### config.mk
export PLATFORM = sky130hd
export DESIGN_NAME = ut_uart
export DESIGN_NICKNAME = d
export VERILOG_FILES = /design/src/core/ut_pkg.sv /design/src/core/ut_rx_vote.sv /design/src/core/ut_uart.sv
export SDC_FILE = /design/constraint.sdc
export NUM_CORES = 1
export LEC_CHECK = 0
export BUFFER_PORTS_ARGS = -buffer_cell sky130_fd_sc_hd__buf_2
export CORE_ASPECT_RATIO = 1.25
export CORE_MARGIN = 4
export CORE_UTILIZATION = 30
export DETAILED_ROUTE_END_ITERATION = 10
export SYNTH_ARGS = -nofsm -noshare
export SYNTH_HDL_FRONTEND = slang
export SYNTH_SLANG_ARGS = --single-unit
### constraint.sdc
create_clock -name clk -period 3.15 [get_ports clk]
set_clock_uncertainty 0.2 [all_clocks]
set_input_delay 0.1575 -clock clk [delete_from_list [all_inputs] [get_ports clk]]
set_output_delay 0.1575 -clock clk [all_outputs]
set_load 0.01 [all_outputs]
### src/core/ut_pkg.sv
package ut_pkg;
  localparam logic [7:0] A_STAT = 8'h00;
  localparam logic [7:0] A_CTRL = 8'h04;
  localparam logic [7:0] A_BAUD = 8'h08;
  localparam logic [7:0] A_TXD  = 8'h0c;
  localparam logic [7:0] A_RXD  = 8'h10;
  localparam int C_EN   = 0;
  localparam int C_TXE  = 1;
  localparam int C_RXE  = 2;
  localparam int C_BRK  = 3;
  localparam int C_NINE = 4;
  localparam int C_PEN  = 5;
  localparam int C_ODD  = 6;
  localparam int C_TWO  = 7;
  localparam int C_TX9  = 8;
  localparam int C_RIE  = 9;
  localparam int C_TIE  = 10;
  localparam logic [10:0] CTRL_RST = 11'h000;
  localparam logic [7:0]  BAUD_RST = 8'h00;
  localparam logic [3:0]  PH_LAST  = 4'hf;
  localparam logic [3:0]  PH_MID   = 4'h9;
  localparam logic [3:0]  BRK_LAST = 4'hc;
  typedef enum logic [2:0] {TX_IDLE, TX_START, TX_DATA, TX_STOP, TX_BRK} ut_tx_e;
  typedef enum logic [2:0] {RX_IDLE, RX_START, RX_DATA, RX_STOP, RX_WAIT} ut_rx_e;

  function automatic logic [3:0] nbits(input logic nine);
    return nine ? 4'h9 : 4'h8;
  endfunction

  function automatic logic par(input logic [8:0] d, input logic nine, input logic odd);
    logic [8:0] m;
    m = nine ? 9'h0ff : 9'h07f;
    return (^(d & m)) ^ odd;
  endfunction
endpackage

### src/core/ut_rx_vote.sv
`timescale 1ns/1ps
`default_nettype none
module ut_rx_vote (
  input  wire logic       clk,
  input  wire logic       arst_n,
  input  wire logic [7:0] div,
  input  wire logic       rx_i,
  output logic            tick16,
  output logic            vote,
  output logic            noisy
);
  logic [7:0] cnt_ff;
  logic       tick_ff;
  logic [2:0] hist_ff;
  wire        wrap = (cnt_ff == div);

  // 16x oversample tick and three-sample history
  always_ff @(posedge clk or negedge arst_n)
  begin
    if (!arst_n)
    begin
      cnt_ff  <= 8'h00;
      tick_ff <= 1'b0;
      hist_ff <= 3'h7;
    end
    else
    begin
      cnt_ff  <= wrap ? 8'h00 : cnt_ff + 8'h01;
      tick_ff <= wrap;
      if (tick_ff)
        hist_ff <= {hist_ff[1:0], rx_i};
    end
  end

  assign tick16 = tick_ff;
  // majority of three samples, disagreement means noise
  assign vote   = (hist_ff[0] & hist_ff[1]) | (hist_ff[0] & hist_ff[2]) |
                  (hist_ff[1] & hist_ff[2]); // [RULE_09]
  assign noisy  = ~((&hist_ff) | ~(|hist_ff));
endmodule
`default_nettype wire

### src/core/ut_uart.sv
// Functional notes
// [RULE_01] busy-time write waits in holding register
// [RULE_02] idle-time write loads shifter, flag stays set
// [RULE_03] tx idle set when any frame ends
// [RULE_04] status access then data write clears flags
// [RULE_05] break: start, 13n zeros, stop bits
// [RULE_06] break frames raise no tx interrupt
// [RULE_07] breaks repeat while set, then two_stop_select
// [RULE_08] nine-bit mode keeps msb in ninth bit
// [RULE_09] 16x recovery, majority of three samples
// [RULE_10] lsb first shift, enable starts search
// [RULE_11] after stop sample word goes to fifo
// [RULE_12] two-word fifo plus shift register
// [RULE_13] overrun flags, keeps fifo, drops word
// [RULE_14] avail while fifo nonempty, irq per push
// [RULE_15] status access then data read pops
// [RULE_16] same sequence clears overrun
// [RULE_17] break received as zero word, framing
// [RULE_18] after bad stop wait for high line
// [RULE_19] rx idle low from start to stop
// [RULE_20] noise stored with word, no own irq
// [RULE_21] low stop bit sets framing error
// [RULE_22] parity flag per word when enabled
// [RULE_23] reset format is 8N1, lsb first
// [RULE_24] holding empty shows room for word
// [RULE_25] disable flushes and resets flags
// [RULE_26] sample mid-bit timed from start edge
//
// Chosen here: the register offsets and register access over Wishbone.
`timescale 1ns/1ps
`default_nettype none
module ut_uart (
  input  wire logic        clk,
  input  wire logic        arst_n,
  input  wire logic        cyc_i,
  input  wire logic        stb_i,
  input  wire logic        we_i,
  input  wire logic [7:0]  adr_i,
  input  wire logic [3:0]  sel_i,
  input  wire logic [31:0] dat_i,
  output logic [31:0]      dat_o,
  output logic             ack_o,
  input  wire logic        rx_i,
  output logic             tx_o,
  output logic             tx_oe,
  output logic             rx_irq,
  output logic             tx_irq
);
  logic [10:0] ctl_ff, nxt_ctl;
  logic [7:0]  baud_ff;
  logic        ack_ff, seen_ff, rirq_ff, tirq_ff;
  logic [31:0] dat_ff;
  ut_pkg::ut_tx_e tst_ff, nxt_tst;
  logic [3:0]  tph_ff, nxt_tph, tcnt_ff, nxt_tcnt;
  logic [8:0]  tsh_ff, nxt_tsh, hold_ff;
  logic        tbrk_ff, nxt_tbrk, hempty_ff, tx_idle_flag_ff;
  ut_pkg::ut_rx_e rst_ff, nxt_rst;
  logic [3:0]  rph_ff, nxt_rph, rcnt_ff, nxt_rcnt;
  logic [8:0]  rsh_ff, nxt_rsh;
  logic        rnz_ff, nxt_rnz, rfe_ff, nxt_rfe, rx_idle_flag_ff, ovr_ff;
  logic [11:0] mem_ff [2];
  logic        wp_ff, rp_ff;
  logic [1:0]  cnt_ff;
  logic        tick, vote, noisy, rdone;

  // bus decode, one wait state
  wire acc  = cyc_i & stb_i & ~ack_ff;
  wire wr   = acc & we_i;
  wire rd   = acc & ~we_i;
  wire en   = ctl_ff[ut_pkg::C_EN];
  wire nine = ctl_ff[ut_pkg::C_NINE];
  wire pen  = ctl_ff[ut_pkg::C_PEN];
  wire odd  = ctl_ff[ut_pkg::C_ODD];
  wire two  = ctl_ff[ut_pkg::C_TWO];
  wire brk  = ctl_ff[ut_pkg::C_BRK];
  wire ten  = en & ctl_ff[ut_pkg::C_TXE];
  wire ren  = en & ctl_ff[ut_pkg::C_RXE];
  wire [3:0] nb    = ut_pkg::nbits(nine);
  wire [3:0] two_stop_select = two ? 4'h1 : 4'h0;
  wire txw  = wr & (adr_i == ut_pkg::A_TXD) & sel_i[0] & seen_ff & hempty_ff; // [RULE_04]
  wire rdd  = rd & (adr_i == ut_pkg::A_RXD) & seen_ff; // [RULE_15]
  wire pop  = rdd & (cnt_ff != 2'h0);
  wire t_idle   = ten & (tst_ff == ut_pkg::TX_IDLE) & ~brk;
  wire direct   = t_idle & hempty_ff & txw; // [RULE_02]
  wire ld_hold  = t_idle & ~hempty_ff; // [RULE_01]
  wire tbit     = tick & (tph_ff == ut_pkg::PH_LAST);
  wire tdone    = tbit & (tst_ff == ut_pkg::TX_STOP) & (tcnt_ff == two_stop_select);
  wire push     = rdone & (cnt_ff != 2'h2); // [RULE_11]
  wire ovf      = rdone & (cnt_ff == 2'h2); // [RULE_13]
  wire [11:0] head = mem_ff[rp_ff];
  wire [3:0]  hflg = (cnt_ff != 2'h0) ? head[11:8] : 4'h0; // [RULE_25]
  wire [8:0]  stat = {hflg[0], hflg[2], hflg[1], hflg[3], ovr_ff,
                      (cnt_ff != 2'h0), rx_idle_flag_ff, hempty_ff, tx_idle_flag_ff}; // [RULE_14]
  wire [31:0] rdat = (adr_i == ut_pkg::A_STAT) ? {23'h00_0000, stat} :
                     (adr_i == ut_pkg::A_CTRL) ? {21'h00_0000, ctl_ff} :
                     (adr_i == ut_pkg::A_BAUD) ? {24'h00_0000, baud_ff} :
                     (adr_i == ut_pkg::A_RXD)  ? {23'h00_0000, head[8:0]} : 32'h0000_0000;

  function automatic logic [8:0] tx_word(input logic [8:0] w, input logic n9,
                                         input logic p, input logic o);
    logic [8:0] r;
    r = n9 ? w : {1'b0, w[7:0]};
    if (p && n9)
      r[8] = ut_pkg::par(r, n9, o); // [RULE_22]
    else if (p)
      r[7] = ut_pkg::par(r, n9, o);
    return r;
  endfunction

  wire [8:0] tword = tx_word({ctl_ff[ut_pkg::C_TX9], dat_i[7:0]}, nine, pen, odd);

  ut_rx_vote u_vote (
    .clk    (clk),
    .arst_n (arst_n),
    .div    (baud_ff),
    .rx_i   (rx_i),
    .tick16 (tick),
    .vote   (vote),
    .noisy  (noisy)
  );

  always_comb
  begin
    nxt_ctl = ctl_ff;
    if (wr && adr_i == ut_pkg::A_CTRL && sel_i[0])
      nxt_ctl[7:0] = dat_i[7:0];
    if (wr && adr_i == ut_pkg::A_CTRL && sel_i[1])
      nxt_ctl[10:8] = dat_i[10:8];
    if (!nxt_ctl[ut_pkg::C_EN])
    begin
      nxt_ctl[ut_pkg::C_TXE] = 1'b0; // [RULE_25]
      nxt_ctl[ut_pkg::C_RXE] = 1'b0;
      nxt_ctl[ut_pkg::C_BRK] = 1'b0;
    end
  end

  always_ff @(posedge clk or negedge arst_n)
  begin
    if (!arst_n)
    begin
      ctl_ff  <= ut_pkg::CTRL_RST; // [RULE_23]
      baud_ff <= ut_pkg::BAUD_RST;
      ack_ff  <= 1'b0;
      dat_ff  <= 32'h0000_0000;
      seen_ff <= 1'b0;
    end
    else
    begin
      ctl_ff <= nxt_ctl;
      if (wr && adr_i == ut_pkg::A_BAUD && sel_i[0])
        baud_ff <= dat_i[7:0];
      ack_ff <= acc;
      if (rd)
        dat_ff <= rdat;
      if (rd && adr_i == ut_pkg::A_STAT)
        seen_ff <= 1'b1;
      else if (txw || rdd)
        seen_ff <= 1'b0;
    end
  end

  // transmitter
  always_comb
  begin
    nxt_tst  = tst_ff;
    nxt_tph  = (tick && tst_ff != ut_pkg::TX_IDLE) ? tph_ff + 4'h1 : tph_ff;
    nxt_tcnt = tcnt_ff;
    nxt_tsh  = tsh_ff;
    nxt_tbrk = tbrk_ff;
    case (tst_ff)
      ut_pkg::TX_IDLE:
      begin
        nxt_tph  = 4'h0;
        nxt_tcnt = 4'h0;
        if (ten && (brk || ld_hold || direct))
        begin
          nxt_tst  = ut_pkg::TX_START;
          nxt_tbrk = brk; // [RULE_05]
          nxt_tsh  = direct ? tword : hold_ff;
        end
      end
      ut_pkg::TX_START:
        if (tbit)
          nxt_tst = tbrk_ff ? ut_pkg::TX_BRK : ut_pkg::TX_DATA;
      ut_pkg::TX_DATA:
        if (tbit)
        begin
          nxt_tsh  = {1'b1, tsh_ff[8:1]}; // [RULE_23]
          nxt_tcnt = tcnt_ff + 4'h1;
          if (tcnt_ff == nb - 4'h1)
          begin
            nxt_tst  = ut_pkg::TX_STOP;
            nxt_tcnt = 4'h0;
          end
        end
      ut_pkg::TX_BRK:
        if (tbit)
        begin
          nxt_tcnt = tcnt_ff + 4'h1;
          if (tcnt_ff == ut_pkg::BRK_LAST)
          begin
            nxt_tcnt = 4'h0;
            if (!brk)
              nxt_tst = ut_pkg::TX_STOP; // [RULE_07]
          end
        end
      ut_pkg::TX_STOP:
        if (tbit)
        begin
          nxt_tcnt = tcnt_ff + 4'h1;
          if (tdone)
            nxt_tst = ut_pkg::TX_IDLE;
        end
      default:
        nxt_tst = ut_pkg::TX_IDLE;
    endcase
    if (!ten)
      nxt_tst = ut_pkg::TX_IDLE;
  end

  always_ff @(posedge clk or negedge arst_n)
  begin
    if (!arst_n)
    begin
      tst_ff    <= ut_pkg::TX_IDLE;
      tph_ff    <= 4'h0;
      tcnt_ff   <= 4'h0;
      tsh_ff    <= 9'h1ff;
      tbrk_ff   <= 1'b0;
      hold_ff   <= 9'h000;
      hempty_ff <= 1'b1;
      tx_idle_flag_ff  <= 1'b1;
      tirq_ff   <= 1'b0;
    end
    else
    begin
      tst_ff  <= nxt_tst;
      tph_ff  <= nxt_tph;
      tcnt_ff <= nxt_tcnt;
      tsh_ff  <= nxt_tsh;
      tbrk_ff <= nxt_tbrk;
      if (txw && !direct)
        hold_ff <= tword;
      if (!en || ld_hold)
        hempty_ff <= 1'b1; // [RULE_24]
      else if (txw && !direct)
        hempty_ff <= 1'b0;
      if (!en || tdone)
        tx_idle_flag_ff <= 1'b1; // [RULE_03]
      else if (txw)
        tx_idle_flag_ff <= 1'b0;
      tirq_ff <= ctl_ff[ut_pkg::C_TIE] & (ld_hold | direct); // [RULE_06]
    end
  end

  assign tx_o  = (tst_ff == ut_pkg::TX_START || tst_ff == ut_pkg::TX_BRK) ? 1'b0 :
                 (tst_ff == ut_pkg::TX_DATA) ? tsh_ff[0] : 1'b1;
  assign tx_oe = ten;

  // receiver
  wire rmid = tick & (rph_ff == ut_pkg::PH_MID); // [RULE_26]
  wire parity_error_flag = pen & (ut_pkg::par(rsh_ff, nine, odd) != rsh_ff[nb - 4'h1]); // [RULE_22]
  assign rdone = rmid & (rst_ff == ut_pkg::RX_STOP) & (rcnt_ff == two_stop_select);

  always_comb
  begin
    nxt_rst  = rst_ff;
    nxt_rph  = tick ? rph_ff + 4'h1 : rph_ff;
    nxt_rcnt = rcnt_ff;
    nxt_rsh  = rsh_ff;
    nxt_rnz  = rmid ? (rnz_ff | noisy) : rnz_ff; // [RULE_20]
    nxt_rfe  = rfe_ff;
    case (rst_ff)
      ut_pkg::RX_IDLE:
      begin
        nxt_rph  = 4'h0;
        nxt_rcnt = 4'h0;
        nxt_rnz  = 1'b0;
        nxt_rfe  = 1'b0;
        if (ren && tick && !rx_i)
          nxt_rst = ut_pkg::RX_START; // [RULE_10]
      end
      ut_pkg::RX_START:
        if (rmid)
          nxt_rst = vote ? ut_pkg::RX_IDLE : ut_pkg::RX_DATA;
      ut_pkg::RX_DATA:
        if (rmid)
        begin
          nxt_rsh  = nine ? {vote, rsh_ff[8:1]} : {1'b0, vote, rsh_ff[7:1]}; // [RULE_10]
          nxt_rcnt = rcnt_ff + 4'h1;
          if (rcnt_ff == nb - 4'h1)
          begin
            nxt_rst  = ut_pkg::RX_STOP;
            nxt_rcnt = 4'h0;
          end
        end
      ut_pkg::RX_STOP:
        if (rmid)
        begin
          nxt_rfe  = rfe_ff | ~vote; // [RULE_21]
          nxt_rcnt = rcnt_ff + 4'h1;
          if (rdone)
            nxt_rst = nxt_rfe ? ut_pkg::RX_WAIT : ut_pkg::RX_IDLE; // [RULE_18]
        end
      ut_pkg::RX_WAIT:
        if (tick && vote)
          nxt_rst = ut_pkg::RX_IDLE; // [RULE_18]
      default:
        nxt_rst = ut_pkg::RX_IDLE;
    endcase
    if (!ren)
      nxt_rst = ut_pkg::RX_IDLE;
  end

  always_ff @(posedge clk or negedge arst_n)
  begin
    if (!arst_n)
    begin
      rst_ff   <= ut_pkg::RX_IDLE;
      rph_ff   <= 4'h0;
      rcnt_ff  <= 4'h0;
      rsh_ff   <= 9'h000;
      rnz_ff   <= 1'b0;
      rfe_ff   <= 1'b0;
      rx_idle_flag_ff <= 1'b1;
      ovr_ff   <= 1'b0;
      wp_ff    <= 1'b0;
      rp_ff    <= 1'b0;
      cnt_ff   <= 2'h0;
      rirq_ff  <= 1'b0;
      mem_ff   <= '{12'h000, 12'h000};
    end
    else
    begin
      rst_ff  <= nxt_rst;
      rph_ff  <= nxt_rph;
      rcnt_ff <= nxt_rcnt;
      rsh_ff  <= nxt_rsh;
      rnz_ff  <= nxt_rnz;
      rfe_ff  <= nxt_rfe;
      if (!en || rdone)
        rx_idle_flag_ff <= 1'b1; // [RULE_19]
      else if (nxt_rst == ut_pkg::RX_START && rst_ff == ut_pkg::RX_IDLE)
        rx_idle_flag_ff <= 1'b0;
      if (!en)
        ovr_ff <= 1'b0;
      else if (ovf)
        ovr_ff <= 1'b1; // [RULE_13]
      else if (rdd)
        ovr_ff <= 1'b0; // [RULE_16]
      if (push)
      begin
        mem_ff[wp_ff] <= {nxt_rnz, parity_error_flag, nxt_rfe, nine & rsh_ff[8], rsh_ff[7:0]}; // [RULE_17]
        wp_ff <= ~wp_ff;
      end
      if (pop)
        rp_ff <= ~rp_ff;
      cnt_ff <= cnt_ff + {1'b0, push} - {1'b0, pop}; // [RULE_12]
      if (!en)
      begin
        wp_ff  <= 1'b0;
        rp_ff  <= 1'b0;
        cnt_ff <= 2'h0;
      end
      rirq_ff <= ctl_ff[ut_pkg::C_RIE] & (push | ovf); // [RULE_14]
    end
  end

  assign dat_o  = dat_ff;
  assign ack_o  = ack_ff;
  assign rx_irq = rirq_ff;
  assign tx_irq = tirq_ff;

  property p_tx_direct;
    @(posedge clk) disable iff (!arst_n) direct |=> tst_ff == ut_pkg::TX_START && hempty_ff;
  endproperty
  a_tx_direct: assert property (p_tx_direct) else $error("direct load failed"); // [RULE_02]

  property p_tx_hold;
    @(posedge clk) disable iff (!arst_n)
      (txw && !direct && en) |=> !hempty_ff && hold_ff == $past(tword);
  endproperty
  a_tx_hold: assert property (p_tx_hold) else $error("held word lost"); // [RULE_01]

  property p_tx_idle;
    @(posedge clk) disable iff (!arst_n) tdone |=> tx_idle_flag_ff && tst_ff == ut_pkg::TX_IDLE;
  endproperty
  a_tx_idle: assert property (p_tx_idle) else $error("tx idle not set"); // [RULE_03]

  property p_brk_low;
    @(posedge clk) disable iff (!arst_n) tst_ff == ut_pkg::TX_BRK |-> !tx_o && !tirq_ff;
  endproperty
  a_brk_low: assert property (p_brk_low) else $error("break not low"); // [RULE_05]

  property p_push;
    @(posedge clk) disable iff (!arst_n)
      (push && en && !pop) |=> cnt_ff == $past(cnt_ff) + 2'h1 && stat[3];
  endproperty
  a_push: assert property (p_push) else $error("push lost"); // [RULE_14]

  property p_ovr;
    @(posedge clk) disable iff (!arst_n) (ovf && en && !pop) |=> ovr_ff && cnt_ff == 2'h2;
  endproperty
  a_ovr: assert property (p_ovr) else $error("overrun wrong"); // [RULE_13]

  property p_rx_idle_flag;
    @(posedge clk) disable iff (!arst_n)
      (rst_ff == ut_pkg::RX_IDLE && nxt_rst == ut_pkg::RX_START && en) |=> !rx_idle_flag_ff;
  endproperty
  a_rx_idle_flag: assert property (p_rx_idle_flag) else $error("rx idle stuck"); // [RULE_19]

  property p_wait;
    @(posedge clk) disable iff (!arst_n)
      (rst_ff == ut_pkg::RX_WAIT && !vote && ren) |=> rst_ff == ut_pkg::RX_WAIT;
  endproperty
  a_wait: assert property (p_wait) else $error("low line taken as start"); // [RULE_18]

  property p_dis;
    @(posedge clk) disable iff (!arst_n)
      !en ##1 !en |-> tx_idle_flag_ff && hempty_ff && rx_idle_flag_ff && cnt_ff == 2'h0 && !ovr_ff;
  endproperty
  a_dis: assert property (p_dis) else $error("disable state wrong"); // [RULE_25]
endmodule
`default_nettype wire

==> results.md, run 1 <==
* Status: finished clean
* CP max stage cell: or3_1
* Comb pwr share at 0.095
* Crit Path Max Fanout at 6
* PnR worst setup slack at 0.398 ns
* Post-layout instance count excluding filler cells at 984
* Post-CTS Resized at 0
* Worst path cell trace: inv_1 > ha_1 > and4b_1 > nand4_1 > or3_1 > ha_1 > inv_1 > ha_1 > xnor2_1 > xnor2_1 > and2_1
* Reg2reg setup slack at 0.40 ns
* Largest stage delay on the critical path at 0.44 ns
* Fmax at 363 MHz
* Initial antenna violation count at 0
* DP Worst Slack at 0.376 ns
* Most frequent cells after synthesis: 115 x dfrtp_1, 63 x mux2_2, 57 x nor2_1
* Placed Instance Area at 7140 um2
* Most Crowded Layer GR: met2
* Flop pwr share at 0.421
* # H-tree levels at 4
* Met1 usage at 0.171
* Post-synth ARST share at 1.00
* WP data required at ~3.3 ns
* RSZ-0062 raised after global routing: false
* Worst Hold Depth at 4
* Most frequent CP cell: ha_1
* Routability-driven placement congestion ratio at approximately 0.83
* Critical path data arrival time at roughly 2.9 ns
* Clk sinks at 130
* P_sw at 1.11 mW
* Worst slew pin tran at roughly 0.78 ns
* Number of top-level pins at 87
* Hold Crit Endpoint: seen_ff
* Num rows at 60
* Setup TNS at 0 ns
* Die width at between 100 and 150 um
* Min Hold Slack at 0.0398 ns
* Vias at between 4,000 and 5,000
* Die area at 24,700 um2
* Vias in the first global route at 4,747
* # setup viols final at 0
* Final hold vios at 0
* Met2 Use GR at 0.192
* Area of the multi-input gates at about 3200 um2
* Hold_sp: adr_i[2]
* Post-synth cell types at 65
* Power per Cell Area at approximately 540 nW/um2
* CTS tree: built
* Yosys reg bits at between 100 and 150
* Synth Cell Area at 6660 um2
* Critical path endpoint category: register
* Final-stage net count at 751
* Root Buffer: clkbuf_16
* Met3 Usage GRT at 0.0320
* Synth warn at 0
* Antenna diodes at 0
* Final Cell Area at roughly 8000 um2
* DRC viols at 0
* Chip Height at 175 um
* Cell count after synthesis at 621
* Reg2Reg Depth at 11
* Number of CTS-inserted buffers at 17
* Seq/Total Area, Yosys at 0.491
* Area grow syn2layout at 19.9%
* Reg-to-Reg End: cnt_ff[1]
* CP Launch Type: register
* First drt pass iteration count at 4
* DRT Wirelength at approximately 15 mm
* Cell taking the most area after synthesis: dfrtp_1
* DR WL/cell at around 15 um
* Clock power frac at 0.484
* Post-synth EDFFs at 0
* Leakage at 3.69 nW
* Setup CP Type: reg -> reg
* Maximum capacitance violations at 0
* Synth Flop Type: dfrtp_1
* Clock Latency Late Sink at 0.42 ns
* Storage cell area at 3270 um2
* Post-route ant nets at 0
* Reg clk slew, reported paths at 0.06 ns
* Cell with the most instances after synthesis: dfrtp_1
* Maximum clock insertion buffer count at 2
* First DRT Iteration DRCs at 219
* Pin count of the biggest net entering global routing at 70
* Sw Share at 0.256
* Inst Count DP at 930
* Yosys top cell area share at 0.432
* Synthesized area per cell at roughly 11 um2
* Hold Crit Class: in -> reg
* Dpl hpwl at 10.9 mm
* Total grt overflow at 0
* Port Buf Inserts at 42
* VDD IR max at 0.333 mV
* Initial core utilization at 0.307
* Core area at 21,700 um2
* Vias per inst at approximately 4.9
* Final Slew Violations at 0
* Final period util at 0.874
* Layout cells sized above 1 at 0.258
* RR Startpoint: rph_ff[1]
* Gr usage total at 0.126
* Filler cells at between 2,000 and 2,500
* Tmin final at 2.75 ns
* Top area cells in the synthesized netlist: dfrtp_1 43%, mux2_2 11%, dfstp_2 5.9%
* P_int at 3.21 mW
* Global-route wire length before repair at about 25 mm
* Slew HR at 0.477
==> what timing repair did <==
action	CTS	global route
setup buffers	0	0
hold buffers	22	0
endpoints found under the hold margin	99	0
==> critical path: cells and delay by family (launching register included) <==
| kind | cells | cell delay, ns |
|---|---|---|
| fa+ha+maj | 3 | 0.59 |
| buf+inv | 2 | 0.10 |
| flops | 1 | 0.41 |
| xor+xnor | 2 | 0.25 |
| simple gates | 4 | 1.09 |
==> stage by stage <==
stage	power, mW	utilization
final	4.32	0.368
after global routing	4.51	0.368
after CTS	4.38	0.368
after detailed placement	2.24	0.329
after global placement	2.24	0.329
after floorplan	2.08	-
==> placed cells by master, fill, tap and decap left out, types with 3 or more instances in the layout <==
master and count:
dfrtp_1 115, mux2_2 63, nor2_1 57, nand2_1 43, buf_2 41, o21ai_0 30, xnor2_1 29, a21oi_1 23
dlygate4sd3_1 22, conb_1 21, nand3_1 20, mux2i_1 19, clkbuf_16 17, dfstp_2 15, inv_1 13, buf_4 13
xor2_1 12, nor3_1 9, nand4_1 9, a221oi_1 9, ha_1 9, nand2b_1 8, or3_1 7, and3_1 7
and2_1 7, inv_6 6, nor2b_1 5, a31oi_1 4, or2_2 3, a22oi_1 3, a21bo_2 3, o22a_1 3
nand3b_1 3, a211oi_1 3, o22ai_1 3, a22o_1 3, o31ai_1 3, o211ai_1 3, bufinv_16 3
==> power by group through the flow <==
| stage | logic, mW | clock network [mW] | registers (mW) |
|---|---|---|---|
| after floorplan | 0.245 | 0 | 1.84 |
| after global placement | 0.393 | 0 | 1.85 |
| after detailed placement | 0.394 | 0 | 1.85 |
| after CTS | 0.416 | 2.14 | 1.82 |
| after global routing | 0.458 | 2.22 | 1.83 |
| final | 0.411 | 2.09 | 1.82 |
==> sequential cells by signal, summed over array words and instances, names as in the netlist, 2 cells and up <==
register	flops
rcnt_ff	4
tsh_ff	9
baud_ff	8
cnt_ff	2
hold_ff	9
rsh_ff	9
tst_ff	3
u_vote.hist_ff	3
rst_ff	3
ctl_ff	11
tcnt_ff	4
dat_o	11
rph_ff	4
tph_ff	4
mem_ff	24
u_vote.cnt_ff	8
==> worst max-delay path by stage <==
stage | from | endpoint | slack [ns] | depth (start not counted)
after floorplan | rph_ff[1] | cnt_ff[1] | 0.58 | 12
after global placement | rph_ff[1] | cnt_ff[1] | 0.40 | 11
after detailed placement | rph_ff[1] | cnt_ff[1] | 0.38 | 11
after CTS | rph_ff[1] | cnt_ff[1] | 0.37 | 11
after global routing | rph_ff[1] | cnt_ff[1] | 0.17 | 11
final | rph_ff[1] | cnt_ff[1] | 0.40 | 11
==> cell families (layout without fill, tap and decap cells) <==
group | Yosys count | in the layout | share of synthesized area
other cells | 1 | 21 | 0.000563
xor+xnor | 41 | 41 | 0.0539
buf+inv | 58 | 122 | 0.0462
simple gates | 196 | 196 | 0.154
mux | 83 | 83 | 0.137
flops | 130 | 130 | 0.491
fa+ha+maj | 10 | 10 | 0.0184
compound gates | 102 | 102 | 0.0995
==> routing by layer <==
| metal | part of all wire | wire length (um) |
|---|---|---|
| met2 | 0.45 | 6840 |
| met1 | 0.45 | 6840 |
| met5 | 0 | 0 |
| met4 | 0.026 | 400 |
| met3 | 0.068 | 1030 |
==> final cells by class <==
cell class              count  share of cell area
flip-flops and latches    130               0.409
well taps                 279              0.0437
clock buffers              18              0.0550
inverters                  13             0.00611
clock inverters            14              0.0238
repair buffers             77              0.0669
multi-input cells         453               0.395
(Power assumes the default switching activity.)
==> run 2, diff against run 1 <==
==> constraint.sdc (replaced) <==
create_clock -name clk -period 2.36 [get_ports clk]
set_clock_uncertainty 0.2 [all_clocks]
set_input_delay 0.118 -clock clk [delete_from_list [all_inputs] [get_ports clk]]
set_output_delay 0.118 -clock clk [all_outputs]
set_load 0.01 [all_outputs]
==> results.md, run 2 (same netlist as run 1, synthesis figures left out) <==
* Leakage at 3.93 nW (was 3.69 nW)
* Power per Cell Area at 687 nW/um2 (was 541 nW/um2)
* Worst slew pin tran at 0.983 ns (was 0.781 ns)
* Total grt overflow at 0 (unchanged)
* Critical path data arrival time at 2.55 ns (was 2.86 ns)
* Tmin final at 2.44 ns (was 2.75 ns)
* Final period util at 1.04 (was 0.874)
* # setup viols final at 7 (was 0)
* RSZ-0062 raised after global routing: true (was false)
* Vias per inst at 4.86 (was 4.90)
* Initial core utilization at 0.307 (unchanged)
* Final hold vios at 0 (unchanged)
* # H-tree levels at 4 (unchanged)
* Number of top-level pins at 87 (unchanged)
* Final Util at 0.390 (was 0.368)
* Initial antenna violation count at 0 (unchanged)
* Port Buf Inserts at 42 (unchanged)
* Crit Path Max Fanout at 2 (was 6)
* Setup CP Type: reg -> reg (unchanged)
* Overall Power at 5.82 mW (was 4.32 mW)
* Global-route wire length before repair at 26.4 mm (was 24.8 mm)
* Routability-driven placement congestion ratio at 0.828 (was 0.826)
* Status: finished, violations left (was finished clean)
* Vias in the first global route at 5,034 (was 4,747)
* DRT Wirelength at 16.2 mm (was 15.1 mm)
* Failing checks: negative setup slack
* VDD IR max at 0.397 mV (was 0.333 mV)
* RR Startpoint: rph_ff[1] (unchanged)
* Vias at 4,997 (was 4,822)
* Final Cell Area at 8460 um2 (was 7990 um2)
* Fmax at 409 MHz (was 363 MHz)
* Most common cell after layout, fill and taps aside: dfrtp_1 (unchanged)
* Placed Instance Area at 7500 um2 (was 7140 um2)
* Number of CTS-inserted buffers at 17 (unchanged)
* Root Buffer: clkbuf_16 (unchanged)
* Reg clk slew, reported paths at 0.06 ns (about the same)
* Layout cells sized above 1 at 0.311 (was 0.258)
* Num rows at 60 (unchanged)
* WP data required at 2.47 ns (was 3.26 ns)
* First DRT Iteration DRCs at 218 (was 219)
* Max FFs per register at 24 (unchanged)
* Final Slew Violations at 0 (unchanged)
* Largest reg by FF count: mem_ff (unchanged)
* Reg2reg setup slack at -0.08 ns (was 0.40 ns)
* Die area at 24,700 um2 (unchanged)
* Core area at 21,700 um2 (unchanged)
* Gr usage total at 0.136 (was 0.126)
* Hold Crit Class: in -> async (was in -> reg)
* Clock Latency Late Sink at 0.42 ns (about the same)
* DP Worst Slack at -0.169 ns (was 0.376 ns)
* DRC viols at 0 (unchanged)
* CTS tree: built (unchanged)
* Critical Path Start: rph_ff[1] (unchanged)
* Clk sinks at 130 (unchanged)
* Critical path endpoint category: register (unchanged)
* Chip Height at 175 um (unchanged)
* Pin count of the biggest net entering global routing at 48 (was 70)
* Area grow syn2layout at 27.0% (was 19.9%)
* DR WL/cell at 15.7 um (was 15.3 um)
* Die width at 141 um (unchanged)
* PnR worst setup slack at -0.0835 ns (was 0.398 ns)
* Antenna diodes at 0 (unchanged)
* Slew HR at 0.343 (was 0.477)
* Final-stage net count at 795 (was 751)
* Dpl hpwl at 11.5 mm (was 10.9 mm)
* Maximum clock insertion buffer count at 2 (unchanged)
* CP Launch Type: register (unchanged)
* First drt pass iteration count at 4 (unchanged)
* Maximum capacitance violations at 0 (unchanged)
* Most frequent cells in the layout: 115 x dfrtp_1, 59 x mux2_2, 56 x nor2_1, 48 x buf_4, 43 x nand2_1 (was 115 x dfrtp_1, 63 x mux2_2, 57 x nor2_1, 43 x nand2_1, 41 x buf_2)
* Post-route ant nets at 0 (unchanged)
run 2: cell types whose count changed in the layout (fill, tap and decap cells not counted), moves of 3 or more:
| cell | before | now |
|---|---|---|
| buf_12 | 0 | 4 |
| buf_4 | 13 | 48 |
| buf_6 | 1 | 4 |
| ha_1 | 9 | 6 |
| inv_6 | 6 | 3 |
| mux2_2 | 63 | 59 |
| mux2_4 | 0 | 4 |
run 2: path summary, 6_finish.rpt:
check,to,cells past startpoint
max reg2reg,cnt_ff[1],11
min reg2reg,dat_o[9],2
max in group asynchronous,ovr_ff,3
min,u_vote.hist_ff[1],2
max,cnt_ff[1],11
min in group clk,seen_ff,5
run 2: stage by stage:
stage	hold slack (ns)	std cells	setup TNS, ns
5_1_grt	0.0514	1028	-1.78
6_report	0.0463	1028	-0.177
3_5_place_dp	-0.133	970	-0.477
2_1_floorplan	-0.378	641	-0.599
3_3_place_gp	-0.132	970	-0.180
4_1_cts	0.0227	1027	-0.430
run 2: worst max-delay path, cell delays in order, from the launching register on:
cell and delay, ns:
dfrtp_1 0.37, inv_1 0.06, ha_2 0.14, and4b_1 0.21, nand4_1 0.11, or3_4 0.42, ha_4 0.28, inv_2 0.03
ha_4 0.15, xnor2_2 0.12, xnor2_1 0.11, and2_1 0.13
run 2: area by class of cell:
type                       instances  area, um2
tap                              279        349
fill                            2099      13200
sequential                       130       3270
clock buffer                      20        447
multi-input combinational        453       3240
inverter                          13       48.8
clock inverter                    12        180
timing repair buffer             121        926
run 2: report_power, final:
group	internal [mW]	switching (mW)	total (mW)
registers	2.34	0.0882	2.43
clock network	1.80	1.00	2.80
logic	0.249	0.337	0.586
total	4.39	1.43	5.82
run 2: per-layer routing:
metal  part of all wire  vias up  GRT usage  routed length [um]
met5                  0        -          0                   0
met1               0.46     2477      0.180                7500
met4              0.012        0     0.0448                 192
met2               0.48      120      0.220                7760
met3              0.045        9     0.0334                 732
li1                   -     2391          -                   -
run 2: timing repair:
action,CTS,global route
gates resized for setup,5,16
gates cloned,0,1
endpoints found under the hold margin,152,0
buffers inserted,2,0
hold buffers,23,0
pin swaps,6,4
endpoints found under the setup margin,12,29
